[src/core/acs_pkg.sv]
// package: register map, field layout and timing constants of the conversion sequencer
package acs_pkg;
  // ----------------------------------------------------------------
  // register indices (byte address is four times the index)
  // ----------------------------------------------------------------
  localparam logic [5:0] IDX_RESULT  = 6'h19;
  localparam logic [5:0] IDX_CHANSEL = 6'h1A;
  localparam logic [5:0] IDX_TRIGCTL = 6'h1B;
  localparam logic [5:0] IDX_CTRL    = 6'h1C;

  // ----------------------------------------------------------------
  // conv_control_status fields
  // ----------------------------------------------------------------
  localparam int CTRL_ON_BIT    = 7;
  localparam int CTRL_START_BIT = 6;
  localparam int CTRL_ATE_BIT   = 5;
  localparam int CTRL_FLAG_BIT  = 4;
  localparam int CTRL_IE_BIT    = 3;
  localparam int CTRL_DIV_LSB   = 0;
  localparam int DIV_W          = 3;
  localparam int CHAN_W         = 2;
  localparam int TSEL_W         = 3;
  localparam int NUM_TRIG       = 7;

  // ----------------------------------------------------------------
  // reset values
  // ----------------------------------------------------------------
  localparam logic [7:0]        RST_RESULT = 8'h00;
  localparam logic [CHAN_W-1:0] RST_CHAN   = 2'h0;
  localparam logic [TSEL_W-1:0] RST_TSEL   = 3'h0;
  localparam logic [DIV_W-1:0]  RST_DIV    = 3'h0;
  localparam logic [TSEL_W-1:0] TSEL_FREE  = 3'h0;

  // ----------------------------------------------------------------
  // timing in converter clock cycles
  // ----------------------------------------------------------------
  localparam logic [4:0] CONV_CYC_FIRST  = 5'd25;
  localparam logic [4:0] CONV_CYC_NORMAL = 5'd13;
  localparam logic [4:0] SH_IDX_FIRST    = 5'd15;
  localparam logic [4:0] SH_IDX_NORMAL   = 5'd2;
  localparam logic [7:0] SAR_FIRST_TRIAL = 8'h80;

  typedef enum logic {ACS_IDLE, ACS_CONV} acs_state_e;
endpackage

[src/core/acs_presc_if.sv]
// interface: control and tick between sequencer and prescaler
`timescale 1ns/1ps
`default_nettype none
interface acs_presc_if;
  logic                    clear;
  logic [acs_pkg::DIV_W-1:0] sel;
  logic                    tick;
  modport ctl (output clear, output sel, input tick);
  modport div (input clear, input sel, output tick);
endinterface
`default_nettype wire

[src/core/acs_prescaler.sv]
// module: converter clock prescaler, one-cycle tick per converter clock
`timescale 1ns/1ps
`default_nettype none
module acs_prescaler #(
  parameter int CNT_W = 7
) (
  // clock and reset
  input  wire logic pclk,
  input  wire logic presetn,
  input  wire logic ce,
  // control from sequencer
  acs_presc_if.div  pif
);
  logic [CNT_W-1:0] cnt_r;
  logic             tick_r;
  logic [CNT_W-1:0] term;

  // codes 0 and 1 both divide by two
  assign term = (pif.sel < 3'd2) ? CNT_W'(1) : CNT_W'((1 << pif.sel) - 1);
  assign pif.tick = tick_r;

  always_ff @(posedge pclk or negedge presetn) begin
    if (!presetn) begin
      cnt_r  <= '0;
      tick_r <= 1'b0;
    end else if (ce) begin
      if (pif.clear) begin
        cnt_r  <= '0;
        tick_r <= 1'b0;
      end else begin
        cnt_r  <= (cnt_r == term) ? '0 : cnt_r + CNT_W'(1);
        tick_r <= (cnt_r == term);
      end
    end
  end
endmodule
`default_nettype wire

[src/core/acs_sequencer.sv]
// module: conversion sequencer top with apb register slave and successive-approximation control
`timescale 1ns/1ps
`default_nettype none
// Behaviour
// - channel written mid-conversion is held and applied once that conversion completes
// - free-running: a late channel change skips the conversion already under way
// - input above reference gives all ones, never wraps
// - enabled, idle, single mode, irq on, cpu halted in sleep: conversion starts
// - sleep-started conversion still raises completion request after early wakeup
// - deep sleep does not switch the converter off by itself
// - result is input times 256 over reference, zero is ground
// - upper six bits of channel register read zero
// - channel code n connects input n
// - enable bit on turns converter on, off aborts conversion
// - start bit starts every single conversion, only the first free-running one
// - first conversion after enable takes 25 converter cycles, later ones 13
// - start bit reads one while converting, writing zero does nothing
// - auto-trigger starts a conversion on a rising edge of selected source seen while idle; edges during a conversion are ignored
// - done flag sets on completion with result; irq requested while enabled
// - done flag clears on vector acknowledge or written one
// - three-bit prescaler divides by 2,2,4,8,16,32,64,128
// - trigger select: zero is free running, ignored while auto-trigger off
// - control bit 3 enables the completion interrupt request
// - free-running restarts right after each completion, start bit stays high
module acs_sequencer (
  // clock, reset, enable
  input  wire logic        pclk,
  input  wire logic        presetn,
  input  wire logic        ce,
  // apb slave
  input  wire logic        psel,
  input  wire logic        penable,
  input  wire logic        pwrite,
  input  wire logic [7:0]  paddr,
  input  wire logic [31:0] pwdata,
  output logic      [31:0] prdata,
  output logic             pready,
  output logic             pslverr,
  // trigger sources for select codes 1 to 7
  input  wire logic [6:0]  trig_src,
  // cpu sleep status and interrupt acknowledge
  input  wire logic        cpu_halted,
  input  wire logic        sleep_nr_idle,
  input  wire logic        irq_ack,
  // analog front end
  input  wire logic        comp_in,
  output logic      [1:0]  adc_chan,
  output logic      [7:0]  adc_dac,
  output logic             adc_sample,
  output logic             adc_on,
  // interrupt request
  output logic             conv_irq
);
  // ----------------------------------------------------------------
  // state
  // ----------------------------------------------------------------
  acs_pkg::acs_state_e                 state_r;
  logic                                converter_on_r;
  logic                                start_pend_r;
  logic                                auto_trigger_on_r;
  logic                                conv_done_flag_r;
  logic                                conv_done_irq_on_r;
  logic [acs_pkg::DIV_W-1:0]           clock_div_sel_r;
  logic [acs_pkg::CHAN_W-1:0]          channel_sel_r;
  logic [acs_pkg::TSEL_W-1:0]          trigger_source_sel_r;
  logic [7:0]                          result_r;
  logic [acs_pkg::CHAN_W-1:0]          chan_act_r;
  logic                                first_pend_r;
  logic                                first_conv_r;
  logic [4:0]                          cnt_r;
  logic [7:0]                          sar_r;
  logic [7:0]                          mask_r;
  logic                                sample_r;
  logic                                trig_prev_r;
  logic                                halt_prev_r;
  logic [31:0]                         prdata_r;
  logic                                pready_r;
  logic                                pslverr_r;
  logic                                irq_r;

  acs_presc_if presc ();

  acs_prescaler u_presc (
    .pclk    (pclk),
    .presetn (presetn),
    .ce      (ce),
    .pif     (presc)
  );

  // ----------------------------------------------------------------
  // apb decode
  // ----------------------------------------------------------------
  wire       acc_phase = psel & penable;
  wire       wr_fire   = acc_phase & pwrite & pready_r;
  wire [5:0] idx       = paddr[7:2];
  wire       hit_ctrl  = (idx == acs_pkg::IDX_CTRL);
  wire       hit_chan  = (idx == acs_pkg::IDX_CHANSEL);
  wire       hit_trig  = (idx == acs_pkg::IDX_TRIGCTL);
  wire       hit_res   = (idx == acs_pkg::IDX_RESULT);
  wire       hit_any   = hit_ctrl | hit_chan | hit_trig | hit_res;
  wire       wr_ctrl   = wr_fire & hit_ctrl;
  wire       wr_chan   = wr_fire & hit_chan;
  wire       wr_trig   = wr_fire & hit_trig;

  // ----------------------------------------------------------------
  // sequencing terms
  // ----------------------------------------------------------------
  wire busy      = (state_r == acs_pkg::ACS_CONV);
  wire tick      = presc.tick;
  wire [4:0] last_idx = first_conv_r ? acs_pkg::CONV_CYC_FIRST - 5'd1 : acs_pkg::CONV_CYC_NORMAL - 5'd1;
  wire [4:0] sh_idx   = first_conv_r ? acs_pkg::SH_IDX_FIRST : acs_pkg::SH_IDX_NORMAL;
  wire last_cyc  = busy & (cnt_r == last_idx);
  // an abort landing on the last tick must neither set the flag nor write the result
  wire done      = last_cyc & tick & converter_on_r;
  wire bit_tick  = busy & tick & (cnt_r > sh_idx) & (mask_r != 8'h00);
  wire free_run  = auto_trigger_on_r & (trigger_source_sel_r == acs_pkg::TSEL_FREE);
  wire idle_free = ~busy & ~start_pend_r & converter_on_r;
  // source zero never triggers by edge; free running restarts on completion instead
  wire trig_sig  = (trigger_source_sel_r == acs_pkg::TSEL_FREE) ? 1'b0
                   : trig_src[trigger_source_sel_r - acs_pkg::TSEL_W'(1)];
  wire auto_go   = idle_free & auto_trigger_on_r & trig_sig & ~trig_prev_r;
  wire sleep_go  = idle_free & ~auto_trigger_on_r & conv_done_irq_on_r
                   & sleep_nr_idle & cpu_halted & ~halt_prev_r;
  wire sw_go     = wr_ctrl & pwdata[acs_pkg::CTRL_START_BIT]
                   & pwdata[acs_pkg::CTRL_ON_BIT] & ~busy;
  wire launch    = start_pend_r & tick & converter_on_r & ~busy;
  wire flag_clr  = irq_ack | (wr_ctrl & pwdata[acs_pkg::CTRL_FLAG_BIT]);

  // trigger restarts the prescaler for a fixed delay to conversion start
  assign presc.clear = ~converter_on_r | auto_go;
  assign presc.sel   = clock_div_sel_r;

  // comparator keeps or drops the trial bit; all-high input ends at all ones
  wire [7:0] sar_step = (comp_in ? sar_r : (sar_r & ~mask_r)) | (mask_r >> 1);

  // ----------------------------------------------------------------
  // control and status registers
  // ----------------------------------------------------------------
  always_ff @(posedge pclk or negedge presetn) begin
    if (!presetn) begin
      converter_on_r       <= 1'b0;
      auto_trigger_on_r    <= 1'b0;
      conv_done_irq_on_r   <= 1'b0;
      clock_div_sel_r      <= acs_pkg::RST_DIV;
      channel_sel_r        <= acs_pkg::RST_CHAN;
      trigger_source_sel_r <= acs_pkg::RST_TSEL;
    end else if (ce) begin
      if (wr_ctrl) begin
        // sleep state never touches this bit; software must clear it
        converter_on_r     <= pwdata[acs_pkg::CTRL_ON_BIT];
        auto_trigger_on_r  <= pwdata[acs_pkg::CTRL_ATE_BIT];
        conv_done_irq_on_r <= pwdata[acs_pkg::CTRL_IE_BIT];
        clock_div_sel_r    <= pwdata[acs_pkg::CTRL_DIV_LSB +: acs_pkg::DIV_W];
      end
      if (wr_chan) begin
        channel_sel_r <= pwdata[acs_pkg::CHAN_W-1:0];
      end
      if (wr_trig) begin
        trigger_source_sel_r <= pwdata[acs_pkg::TSEL_W-1:0];
      end
    end
  end

  // set wins over clear
  always_ff @(posedge pclk or negedge presetn) begin
    if (!presetn) begin
      conv_done_flag_r <= 1'b0;
    end else if (ce) begin
      if (done) begin
        conv_done_flag_r <= 1'b1;
      end else if (flag_clr) begin
        conv_done_flag_r <= 1'b0;
      end
    end
  end

  // ----------------------------------------------------------------
  // start requests and first-conversion marker
  // ----------------------------------------------------------------
  always_ff @(posedge pclk or negedge presetn) begin
    if (!presetn) begin
      start_pend_r <= 1'b0;
      first_pend_r <= 1'b1;
      trig_prev_r  <= 1'b0;
      halt_prev_r  <= 1'b0;
    end else if (ce) begin
      trig_prev_r <= trig_sig;
      halt_prev_r <= cpu_halted;
      if (!converter_on_r) begin
        // covers a start written together with the enable
        first_pend_r <= 1'b1;
        start_pend_r <= sw_go;
      end else if (launch) begin
        first_pend_r <= 1'b0;
        start_pend_r <= 1'b0;
      end else if (sw_go | auto_go | sleep_go) begin
        start_pend_r <= 1'b1;
      end
    end
  end

  // ----------------------------------------------------------------
  // conversion engine
  // ----------------------------------------------------------------
  always_ff @(posedge pclk or negedge presetn) begin
    if (!presetn) begin
      state_r      <= acs_pkg::ACS_IDLE;
      cnt_r        <= 5'd0;
      first_conv_r <= 1'b0;
    end else if (ce) begin
      case (state_r)
        acs_pkg::ACS_IDLE: begin
          if (launch) begin
            state_r      <= acs_pkg::ACS_CONV;
            cnt_r        <= 5'd0;
            first_conv_r <= first_pend_r;
          end
        end
        acs_pkg::ACS_CONV: begin
          if (!converter_on_r) begin
            state_r <= acs_pkg::ACS_IDLE;
          end else if (done) begin
            cnt_r        <= 5'd0;
            first_conv_r <= 1'b0;
            if (!free_run) begin
              state_r <= acs_pkg::ACS_IDLE;
            end
          end else if (tick) begin
            cnt_r <= cnt_r + 5'd1;
          end
        end
        default: begin
          state_r <= acs_pkg::ACS_IDLE;
        end
      endcase
    end
  end

  // free running simply stays in conversion on completion
  wire restart = done & free_run;

  always_ff @(posedge pclk or negedge presetn) begin
    if (!presetn) begin
      sar_r    <= 8'h00;
      mask_r   <= 8'h00;
      sample_r <= 1'b0;
      result_r <= acs_pkg::RST_RESULT;
    end else if (ce) begin
      sample_r <= busy & tick & (cnt_r == sh_idx) & converter_on_r;
      if (busy & tick & (cnt_r == sh_idx)) begin
        sar_r  <= acs_pkg::SAR_FIRST_TRIAL;
        mask_r <= acs_pkg::SAR_FIRST_TRIAL;
      end else if (bit_tick) begin
        sar_r  <= sar_step;
        mask_r <= mask_r >> 1;
      end
      if (done & converter_on_r) begin
        result_r <= sar_r;
      end
    end
  end

  // ----------------------------------------------------------------
  // channel hold: follows software except while a conversion is locked
  // ----------------------------------------------------------------
  always_ff @(posedge pclk or negedge presetn) begin
    if (!presetn) begin
      chan_act_r <= acs_pkg::RST_CHAN;
    end else if (ce) begin
      // the selection only takes effect once enabled
      if (converter_on_r & (~busy | last_cyc) & ~restart) begin
        chan_act_r <= channel_sel_r;
      end
    end
  end

  // ----------------------------------------------------------------
  // apb answer: one wait state, registered data
  // ----------------------------------------------------------------
  wire start_rd = busy | start_pend_r;
  wire [7:0] ctrl_rd = {converter_on_r, start_rd, auto_trigger_on_r, conv_done_flag_r,
                        conv_done_irq_on_r, clock_div_sel_r};
  wire [7:0] rd_byte = hit_ctrl ? ctrl_rd
                     : hit_chan ? {6'h00, channel_sel_r}
                     : hit_trig ? {5'h00, trigger_source_sel_r}
                     : hit_res  ? result_r
                     : 8'h00;

  always_ff @(posedge pclk or negedge presetn) begin
    if (!presetn) begin
      pready_r  <= 1'b0;
      pslverr_r <= 1'b0;
      prdata_r  <= 32'h0000_0000;
    end else if (ce) begin
      pready_r  <= acc_phase & ~pready_r;
      pslverr_r <= acc_phase & ~pready_r & ~hit_any;
      prdata_r  <= (acc_phase & ~pready_r & ~pwrite) ? {24'h00_0000, rd_byte} : 32'h0000_0000;
    end
  end

  // request stands from the flag and the interrupt enable bit, so an early wakeup still sees it
  always_ff @(posedge pclk or negedge presetn) begin
    if (!presetn) begin
      irq_r <= 1'b0;
    end else if (ce) begin
      irq_r <= conv_done_flag_r & conv_done_irq_on_r;
    end
  end

  // ----------------------------------------------------------------
  // outputs
  // ----------------------------------------------------------------
  assign prdata     = prdata_r;
  assign pready     = pready_r;
  assign pslverr    = pslverr_r;
  assign adc_chan   = chan_act_r;
  assign adc_dac    = sar_r;
  assign adc_sample = sample_r;
  assign adc_on     = converter_on_r;
  assign conv_irq   = irq_r;
endmodule
`default_nettype wire

[config.mk]
export PLATFORM = sky130hd
export DESIGN_NAME = acs_sequencer
export DESIGN_NICKNAME = d
export VERILOG_FILES = /design/src/core/acs_pkg.sv /design/src/core/acs_presc_if.sv /design/src/core/acs_prescaler.sv /design/src/core/acs_sequencer.sv
export SDC_FILE = /design/constraint.sdc
export NUM_CORES = 1
export LEC_CHECK = 0
export ABC_AREA = 1
export BUFFER_PORTS_ARGS = -buffer_cell sky130_fd_sc_hd__buf_2
export CORE_AREA = 2 2 94 96
export DETAILED_ROUTE_END_ITERATION = 12
export DIE_AREA = 0 0 96 98
export MAX_ROUTING_LAYER = met4
export PLACE_DENSITY_LB_ADDON = 0.1
export SLEW_MARGIN = 20
export SYNTH_ARGS = -nofsm -noshare
export SYNTH_HDL_FRONTEND = slang
export SYNTH_HIERARCHICAL = 1
export SYNTH_SLANG_ARGS = --single-unit
[constraint.sdc]
create_clock -name pclk -period 1.6 [get_ports pclk]
set_input_delay 0.24 -clock pclk [delete_from_list [all_inputs] [get_ports pclk]]
set_output_delay 0.24 -clock pclk [all_outputs]
set_load 0.05 [all_outputs]
# After elaboration in Yosys (flattened, before gate mapping)
# Cells that the tools add are included.
# op_classes
n_lt_le_gt_ge	3
reduce_logical	15
eq_ne	13
n_mux	40
n_shift	1
n_addsub	4
n_bitwise	62
# ops
op	n
$mux W8	10
$and A1 B1 Y1	40
$mux W5	5
$eq A6 B5 Y1 const B	4
$mux W7	3
$reduce_and A2 Y1	9
$mux W1	17
$not A1 Y1	10
$pmux W5 S2	1
$or A1 B1 Y1	9
$and A8 B8 Y8	1
$not A8 Y8	1
$or A8 B7 Y8	1
$reduce_and A4 Y1	2
$reduce_bool A8 Y1	1
$add A7 B1 Y7 const B	1
$eq A7 B7 Y1	1
$shl A1 B3 Y7 const A	1
$sub A7 B2 Y7 const B	1
$ne A2 B1 Y1 const B	3
$ne A3 B1 Y1 const B	2
$add A5 B1 Y5 const B	1
$eq A5 B4 Y1	1
$eq A5 B5 Y1	1
other kinds (10)	12
# word_totals
register_bits	93
in_bits	57
wordCells	163

# Depth between registers and ports, before layout
# Gate-level depths: netlist of run 1.
# depth
word_depth	12
depth_mapped	12
depth_no_buf	12

# Cells and area by module
# The synthesis of run 1 kept the hierarchy.
# by_module_without_submodules
mod	seq_area_each_um2	area_per_inst_um2	n_inst	cells_each
acs_sequencer	1527.7	3338.2	1	426
acs_prescaler	200.2	623.1	1	93

# Least setup slack after synthesis of run 1
# OpenSTA, ideal clock, no wires.
# synth_timing
path_kind	register -> register
startpoint	reg converter_on_r (netlist: adc_on)
endpoint	reg u_presc.cnt_r[0]
arrival_time_ps	1504
path_slack_ps	-31
synth_period_minus_slack_ps	1631
stages_incl_launch_ff	9
n_path_buf	1
cell_sequence	dfrtp_1 buf_2 nand2_1 nor2_1 nand4_1 nand2_1 nor2_4 nand2_1 o21ai_0
# synth_between
elab_chain_cells	6
# synth_rtl
item	line	text
start: declaration	acs_sequencer.sv:58	logic converter_on_r;
start signal: assignment	acs_sequencer.sv:150	converter_on_r <= pwdata[acs_pkg::CTRL_ON_BIT];
$and A1 B1 Y1	acs_sequencer.sv:117	wire idle_free = ~busy & ~start_pend_r & converter_on_r;
$and A1 B1 Y1 (3 in a row)	acs_sequencer.sv:121	wire auto_go = idle_free & auto_trigger_on_r & trig_sig & ~trig_prev_r;
$or A1 B1 Y1 (*)	acs_sequencer.sv:130	assign presc.clear = ~converter_on_r | auto_go;
via presc.clear	acs_presc_if.sv:5	logic clear;
$mux W7 (*)	acs_prescaler.sv:27	if (pif.clear) begin
end signal: assignment	acs_prescaler.sv:31	cnt_r <= (cnt_r == term) ? '0 : cnt_r + CNT_W'(1);
end: declaration	acs_prescaler.sv:14	logic [CNT_W-1:0] cnt_r;
# The timed path passes the listed nets; every way through them passes the cells marked *.
# A chain may end at the register's enable or synchronous reset.

==> results of run 1 <==
[registers in the layout, indices dropped and copies added (netlist names), 2 cells and up]
name	count
prdata	8
result_r	8
clock_div_sel_r	3
adc_chan	2
adc_dac	8
u_presc/cnt_r	7
mask_r	8
channel_sel_r	2
cnt_r	5
trigger_source_sel_r	3
[per-layer routing]
metal | up-vias | track usage (%) | wire length [um]
met5 | - | - | 0
met2 | 66 | 34.7 | 5210
met1 | 1725 | 30.6 | 4350
met3 | 10 | 2.93 | 394
met4 | 0 | 6.15 | 119
li1 | 1796 | - | -
[power by group]
part / switching, mW / leakage [nW] / internal (mW)
sequential: 0.00691 / 0.854 / 1.75
combinational: 0.272 / 1.64 / 0.0804
clock: 0.708 / 0.0987 / 0.711
[worst register-to-register path, cell delays in order (launching register included)]
cell and delay, ns:
dfrtp_1 0.44, ha_4 0.32, nand2_4 0.06, nor2_2 0.08
o21ai_1 0.06, nand2_1 0.08, nand2_2 0.06, nand2_4 0.15
clkbuf_16 0.19, nand3_2 0.06, o21ai_1 0.09
[logic make-up (layout without fill, tap and decap cells)]
| logic type | count (synthesis) | after routing | synth area share [%] |
|---|---|---|---|
| compound gates | 74 | 74 | 10.4 |
| xor+xnor | 5 | 5 | 1.11 |
| fa+ha+maj | 9 | 9 | 2.84 |
| buf+inv | 104 | 180 | 12.9 |
| flops | 69 | 69 | 43.6 |
| other cells | 1 | 24 | 0.0947 |
| simple gates | 257 | 258 | 29.1 |
[worst max path at each step]
| stage | startpoint | to | cells after the start |
|---|---|---|---|
| floorplan | trigger_source_sel_r[0] | u_presc/pif.tick | 11 |
| global placement | first_conv_r | mask_r[5] | 11 |
| detailed placement | first_conv_r | adc_dac[0] | 11 |
| CTS | trigger_source_sel_r[0] | u_presc/pif.tick | 11 |
| global route | trigger_source_sel_r[0] | u_presc/cnt_r[1] | 9 |
| finish | cnt_r[2] | adc_dac[1] | 10 |
[cell type report]
type / instances / share of cell area (%)
clock buffers: 9 / 2.43
clock inverters: 7 / 1.30
inverters: 70 / 5.20
multi-input cells: 370 / 41.2
flip-flops and latches: 69 / 33.9
well taps: 108 / 2.65
repair buffers: 94 / 13.3
[cell usage in the layout, fill, tap and decap left out, types with 15 or more instances in the layout]
master	Yosys	final
nand2_1	150	138
buf_4	27	29
nand2_2	6	15
nand3_1	50	24
dfrtp_1	68	67
conb_1	1	24
buf_2	3	53
inv_1	61	56
nor2_1	30	27
o21ai_2	8	15
o21ai_1	2	16
o21ai_0	53	32
nand3_2	1	25
[timing repair]
action,CTS,global route
cloned,1,3
setup buffers,1,5
gates resized for setup,29,64
setup endpoints to repair,33,40
hold buffers,1,0
pin swaps,9,25
endpoints found under the hold margin,68,0
==> flow_summary.ini, run 1 <==
[run_status]
run_status = finished, violations left
failing_checks = negative setup slack

[layout]
final_nets = 680
final_layout_size_suffix_gt1_share_pct = 33.0
fillCellCount = 778
post_layout_nonfiller_instances = 727
multi_input_comb_area_sq_mm = 0.00210
finalCoreUtilization_pct = 60.3
areaGrowthSynthToFinish_pct = 28.8
register_area_sq_mm = 0.00173
antenna_cells = 0
postLayoutCellArea_sq_mm = 0.00510

[critical_path]
timing.reg2reg.worst_path_depth = 10
timing.critical_path.cells = ha_4, nand2_4, nor2_2, o21ai_1, nand2_1, nand2_2, nand2_4, clkbuf_16, nand3_2, o21ai_1
worst_setup_path_end_kind = register
kind_of_critical_path = reg -> reg
worstPathBufferInverterCount = 1
crit_fanout = 7
worst_r2r_endpoint = adc_dac[1]
worstPathRequired_ns = 1.87
r2r_start = cnt_r[2]
critical_path.slowest_cell = dfrtp_1
reg2reg_slack_ns = -0.07
crit_path_max_incr_delay_ns = 0.44
crit_family = simple AND/OR/NAND/NOR gates
timing.critical_path.arrival_ns = 1.95
critical_path.startpoint_type = register

[grt]
grt_max_degree = 70
antenna_found_initial = 0
gr-usage-all-layers_pct = 22.3
grt_overflow_total = 0
grt_pass1_wl_mm = 16.0
first_global_vias = 3374

[clocking]
cts_num_sinks = 69
tritoncts = built
clockRootBuffer = clkbuf_8
numCtsBuffers = 9
clkLatencyLatePin_ns = 0.35
clockBufferDepth = 2
cts.reportedPaths.clkPinSlew_ns = 0.08
cts_htree_levels = 3

[logic_synthesis]
synth.cells.most_frequent = nand2_1, dfrtp_1, inv_1
most_area_hungry_cell_type_in_the_yosys_netlist = dfrtp_1
number_of_enable_flip_flop_cells_after_synthesis = 0
synth-main-ff-cell = dfrtp_1
synth_async_sr_flop_share_pct = 100
seq_area_frac_synth_pct = 43.6
syn-instance-count = 519
synth.area.top_cells = dfrtp_1, nand2_1, o21ai_0
synth.ff_latch_count = 69
synth.top_cell.area_share_pct = 43.0
yosys_warnings = 6
synth.distinct_cells = 35
mappedNetlistArea_sq_mm = 0.00396
yosysMostFrequentCell = nand2_1
synth_area_per_cell_sq_um = 7.63

[worst_hold_path]
hold-path-cell-count = 3
holdCritPathClass = in -> reg
hold_path_end = halt_prev_r
min-delay-start = cpu_halted

[sta]
fin_setup_tns_ns = -0.851
hold_ws_ns = 0.145
period_share_pct = 105
final.setup.worst_slack_ns = -0.0749
setup_repair_after_global_routing_missed_its_margin = yes
fmax_ghz = 0.597
skew_ns = 0.00891
crit_path_time_final_ns = 1.67
setup_viol = 24
final-hold-violation-count = 0
drv_slew = 0

[place]
gp_congestion = 0.852
placed_cell_area_sq_mm = 0.00447
pre_cts_slack_ns = -0.107
port_buffers = 53
post-place-cells = 700
hpwl_after_dpl_mm = 7.03

[drt]
drt_pre_antenna_iters = 4
detailedRoute.firstIterationViolations = 182
detail_route.wl_per_cell_um = 13.9
post-route-drc-count = 0
drt.antenna.violating_nets = 0
viasPerCell = 4.95
vias = 3597
drt-total-wl_mm = 10.1

[job]
cap_violations = 0

[pwr]
cellLeakagePower_nw = 2.60
total_power_mw = 3.53
power_per_cell_area_mw_per_mm2 = 692
vdd.ir_drop.worst_uv = 540

[floorplan]
core.rowCount = 34
effective_utilization_at_floorplan_pct = 46.8
ioPinCount = 104
die_x_um = 96
design.core.area_sq_mm = 0.00847
die-height_um = 98
floorplan.die_area_sq_mm = 0.00941
Power figures use the tool's default switching activity.
==> inputs of run 2 (changes only) <==
==> constraint.sdc (replaced) <==
create_clock -name pclk -period 1.6 [get_ports pclk]
set_input_delay 0.24 -clock pclk [delete_from_list [all_inputs] [get_ports pclk]]
set_output_delay 0.24 -clock pclk [all_outputs]
set_load 0.02 [all_outputs]
==> flow_summary.ini, run 2 (same netlist as run 1, synthesis figures left out) <==
[layout]
antenna_cells = 0
register_area_sq_mm = 0.00173
final_layout_size_suffix_gt1_share_pct = 32.0
final_nets = 676
fillCellCount = 776
commonest_non_fill_non_tap_cell_in_the_layout = nand2_1
areaGrowthSynthToFinish_pct = 27.3
multi_input_comb_area_sq_mm = 0.00209
postLayoutCellArea_sq_mm = 0.00504
mostFrequentLayoutCells = nand2_1, dfrtp_1, inv_1, buf_2

[pwr]
p_sw_share_pct = 25.2
power_per_cell_area_mw_per_mm2 = 648
sequential_share_of_power_pct = 53.9
power.switching_mw = 0.824
cell_internal_power_mw = 2.44
clock_power_share_pct = 37.8
vdd.ir_drop.worst_uv = 395
power.combinational.fraction_pct = 8.3
cellLeakagePower_nw = 2.57
total_power_mw = 3.27

[drt]
vias = 3549
drt_pre_antenna_iters = 4
drt.antenna.violating_nets = 0
drt-total-wl_mm = 9.61
detail_route.wl_per_cell_um = 13.3
detailedRoute.firstIterationViolations = 176
viasPerCell = 4.91
post-route-drc-count = 0

[sta]
fmax_ghz = 0.603
setup_viol = 32
period_share_pct = 104
drv_slew = 0
skew_ns = 0.0113
hold_ws_ns = 0.159
crit_path_time_final_ns = 1.66
setup_repair_after_global_routing_missed_its_margin = yes
final-hold-violation-count = 0
final.setup.worst_slack_ns = -0.0584

[worst_hold_path]
holdCritPathClass = in -> reg

[clocking]
clockRootBuffer = clkbuf_8
cts_htree_levels = 3
cts_num_sinks = 69
cts.reportedPaths.clkPinSlew_ns = 0.08
clkLatencyLatePin_ns = 0.34
clockBufferDepth = 2
numCtsBuffers = 9
tritoncts = built

[job]
cap_violations = 0

[place]
placed_cell_area_sq_mm = 0.00446
port_buffers = 53
gp_congestion = 0.874
hpwl_after_dpl_mm = 6.84

[critical_path]
timing.critical_path.arrival_ns = 1.93
critical_path.startpoint_type = register
worstPathRequired_ns = 1.87
kind_of_critical_path = reg -> reg
crit_fanout = 8
worst_setup_path_end_kind = register

[grt]
grt_overflow_total = 0
grt_max_degree = 70
gr-usage-all-layers_pct = 22.1
antenna_found_initial = 0
first_global_vias = 3403
grt_pass1_wl_mm = 15.8

[run_status]
failing_checks = negative setup slack
run_status = finished, violations left

[floorplan]
floorplan.die_area_sq_mm = 0.00941
die-height_um = 98
die_x_um = 96
design.core.area_sq_mm = 0.00847
core.rowCount = 34
effective_utilization_at_floorplan_pct = 46.8
ioPinCount = 104
-- run 2: changes by cell type in the layout (fill, tap and decap cells not counted), sizes merged --
cell,change
bufinv,-1
clkinvlp,-1
clkinv,-3
buf,-2
nand3,-1
clkbuf,+4
-- run 2: per-stage QoR --
stage	util, %	instances	TNS [ns]	worst slack (ns)
finish	59.5	723	-0.860	-0.0584
CTS	56.8	721	-0.342	-0.0479
global route	59.5	723	-4.39	-0.175
global placement	52.6	698	-1.25	-0.0870
floorplan	-	542	0	0.00183
detailed placement	52.6	698	-2.27	-0.0997
-- run 2: what timing repair did --
item	4_1_cts	5_1_grt
gates cloned	1	1
pin swaps	28	24
setup endpoints to repair	40	42
gates resized for setup	50	52
endpoints found under the hold margin	68	0
hold buffers	1	0
setup buffers	7	1
-- run 2: per-layer routing --
metal  vias up  routed length [um]  share of wire, %  GRT usage, %
met5         -                   0                 0             -
met4         0                 149               1.6          7.25
met3        13                 319               3.3          2.85
met2        67                4650                48          33.5
met1      1685                4490                47          30.7
li1       1784                   -                 -             -
-- run 2: final timing paths --
kind / startpoint / endpoint / slack, ns / cells after the start
max: trigger_source_sel_r[0] / u_presc/pif.tick / -0.06 / 11
min: pwdata[5] / auto_trigger_on_r / 0.16 / 3
max reg2reg: trigger_source_sel_r[0] / u_presc/pif.tick / -0.06 / 11
min reg2reg: prdata[3] / prdata[3] / 0.47 / 2
max in group asynchronous: presetn / first_pend_r / 0.81 / 3
min in group asynchronous: presetn / adc_dac[0] / 0.43 / 3
-- run 2: final cells by class --
| class | count | share of cell area, % |
|---|---|---|
| clock inverters | 2 | 0.199 |
| repair buffers | 91 | 13.1 |
| multi-input cells | 369 | 41.5 |
| well taps | 108 | 2.68 |
| inverters | 70 | 5.26 |
| clock buffers | 14 | 3.03 |
| flip-flops and latches | 69 | 34.3 |
-- run 2: critical path: stages, from the launching register on --
cell and delay (ns):
dfrtp_1 0.40, inv_2 0.09, ha_4 0.22, inv_4 0.06, nand2_2 0.04, nand3_2 0.08
nand2_2 0.06, nand4_1 0.12, nand2_1 0.10, nor2_4 0.23, nand3_2 0.11, nand2_1 0.08
-- run 2: power groups by stage --
stage	Combinational (mW)	Clock [mW]	Sequential, mW
final	0.272	1.23	1.76
after global routing	0.303	1.35	1.76
after CTS	0.262	1.27	1.76
after detailed placement	0.250	0	1.79
after global placement	0.247	0	1.79
after floorplan	0.166	0	1.80
==> inputs of run 3 (changes only) <==
--- a/config.mk
+++ b/config.mk
@@ -12,6 +12,7 @@
 export DIE_AREA = 0 0 96 98
 export MAX_ROUTING_LAYER = met4
 export PLACE_DENSITY_LB_ADDON = 0.1
+export REMOVE_ABC_BUFFERS = 1
 export SLEW_MARGIN = 20
 export SYNTH_ARGS = -nofsm -noshare
 export SYNTH_HDL_FRONTEND = slang
==> flow_summary.ini, run 3 (same netlist as run 1, synthesis figures left out) <==
[drt]
detail_route.wl_per_cell_um = 13.2
drt.antenna.violating_nets = 0
viasPerCell = 4.93
post-route-drc-count = 0
drt-total-wl_mm = 9.58
vias = 3580
drt_pre_antenna_iters = 4
detailedRoute.firstIterationViolations = 137

[worst_hold_path]
holdCritPathClass = in -> reg
min-delay-start = cpu_halted

[layout]
final_nets = 679
commonest_non_fill_non_tap_cell_in_the_layout = nand2_1
areaGrowthSynthToFinish_pct = 30.0
fillCellCount = 780
finalCoreUtilization_pct = 60.8
final_layout_size_suffix_gt1_share_pct = 32.4
antenna_cells = 0
mostFrequentLayoutCells = nand2_1, dfrtp_1, inv_1, buf_2, o21ai_0
postLayoutCellArea_sq_mm = 0.00515

[clocking]
clockRootBuffer = clkbuf_8
tritoncts = built
clockBufferDepth = 2
numCtsBuffers = 9
clkLatencyLatePin_ns = 0.35
cts_num_sinks = 69
cts_htree_levels = 3
cts.reportedPaths.clkPinSlew_ns = 0.07

[critical_path]
crit_path_max_incr_delay_ns = 0.37
worst_setup_path_end_kind = register
kind_of_critical_path = reg -> reg
timing.critical_path.cells = inv_2, ha_4, nand2_4, nor2_4, o21ai_2, nand2_1, nand2_2, nand2_4, clkbuf_16, nand3_2, nand2_1, nand2_1
critical_path.startpoint_type = register
crit_fanout = 7
worstPathRequired_ns = 1.84
r2r_start = first_conv_r
timing.critical_path.arrival_ns = 1.94
crit_path_frequent_cell = nand2_1
crit_path_start = first_conv_r
critical_path.slowest_cell = dfrtp_1

[grt]
first_global_vias = 3379
antenna_found_initial = 0
gr-usage-all-layers_pct = 21.6
grt_max_degree = 70
grt_pass1_wl_mm = 15.5
grt_overflow_total = 0

[floorplan]
die-height_um = 98
core.rowCount = 34
effective_utilization_at_floorplan_pct = 46.8
die_x_um = 96
floorplan.die_area_sq_mm = 0.00941
design.core.area_sq_mm = 0.00847
ioPinCount = 104

[run_status]
failing_checks = negative setup slack
run_status = finished, violations left

[place]
gp_congestion = 0.831
pre_cts_slack_ns = -0.137
hpwl_after_dpl_mm = 6.72
port_buffers = 53
placed_cell_area_sq_mm = 0.00443

[sta]
crit_path_time_final_ns = 1.71
setup_viol = 25
period_share_pct = 107
drv_slew = 0
setup_repair_after_global_routing_missed_its_margin = yes
hold_ws_ns = 0.153
skew_ns = 0.0104
final.setup.worst_slack_ns = -0.106
final-hold-violation-count = 0
fin_setup_tns_ns = -0.799
fmax_ghz = 0.586

[pwr]
power.combinational.fraction_pct = 7.4
sequential_share_of_power_pct = 48.6
clock_power_share_pct = 44.0
power_per_cell_area_mw_per_mm2 = 703
vdd.ir_drop.worst_uv = 465
p_sw_share_pct = 24.0
cellLeakagePower_nw = 2.62
cell_internal_power_mw = 2.75
power.switching_mw = 0.869

[job]
cap_violations = 0
-- run 3: worst paths after layout --
path	end	slack, ns	cells after the start
worst min-delay path	halt_prev_r	0.15	3
max in group asynchronous	first_pend_r	0.82	3
worst min register to register	prdata[3]	0.48	2
min in group asynchronous	adc_chan[0]	0.43	3
worst max-delay path	adc_dac[7]	-0.11	12
worst max register to register	adc_dac[7]	-0.11	12
-- run 3: timing repair --
item	CTS	global route
buffers inserted	8	2
pin swaps	15	26
hold endpoints to repair	68	0
endpoints found under the setup margin	32	38
hold buffers	1	0
resized for setup	31	63
gates cloned	1	3
-- run 3: routing by layer --
metal / vias to the layer above / track usage (%) / part of all wire (%)
met3: 13 / 3.09 / 4.0
met1: 1704 / 28.9 / 44
met5: - / - / 0
li1: 1794 / - / -
met2: 69 / 33.9 / 51
met4: 0 / 6.70 / 1.5
-- run 3: worst max-delay path: cells and delay by family (launching register included) --
family	cells	cell delay, ns
compound gates	1	0.06
fa+ha+maj	1	0.30
buf+inv	2	0.26
flops	1	0.37
simple gates	8	0.61
-- run 3: power groups by stage --
stage	registers, mW	logic [mW]	clock network, mW
3_5_place_dp	1.79	0.246	0
3_3_place_gp	1.79	0.243	0
2_1_floorplan	1.80	0.114	0
4_1_cts	1.76	0.260	1.62
6_report	1.76	0.268	1.59
5_1_grt	1.76	0.300	1.70
-- run 3: area by class of cell --
type / instances / area [sq um] / share of cell area, %
well taps: 108 / 135 / 2.62
inverters: 70 / 263 / 5.10
clock buffers: 10 / 138 / 2.67
flip-flops and latches: 69 / 1730 / 33.6
multi-input cells: 369 / 2090 / 40.7
clock inverters: 6 / 86.3 / 1.68
repair buffers: 94 / 704 / 13.7
-- run 3: stage by stage --
stage          cells  power [mW]
3_5_place_dp     695        2.04
4_1_cts          721        3.64
3_3_place_gp     695        2.04
2_1_floorplan    508        1.91
6_report         726        3.62
5_1_grt          726        3.76
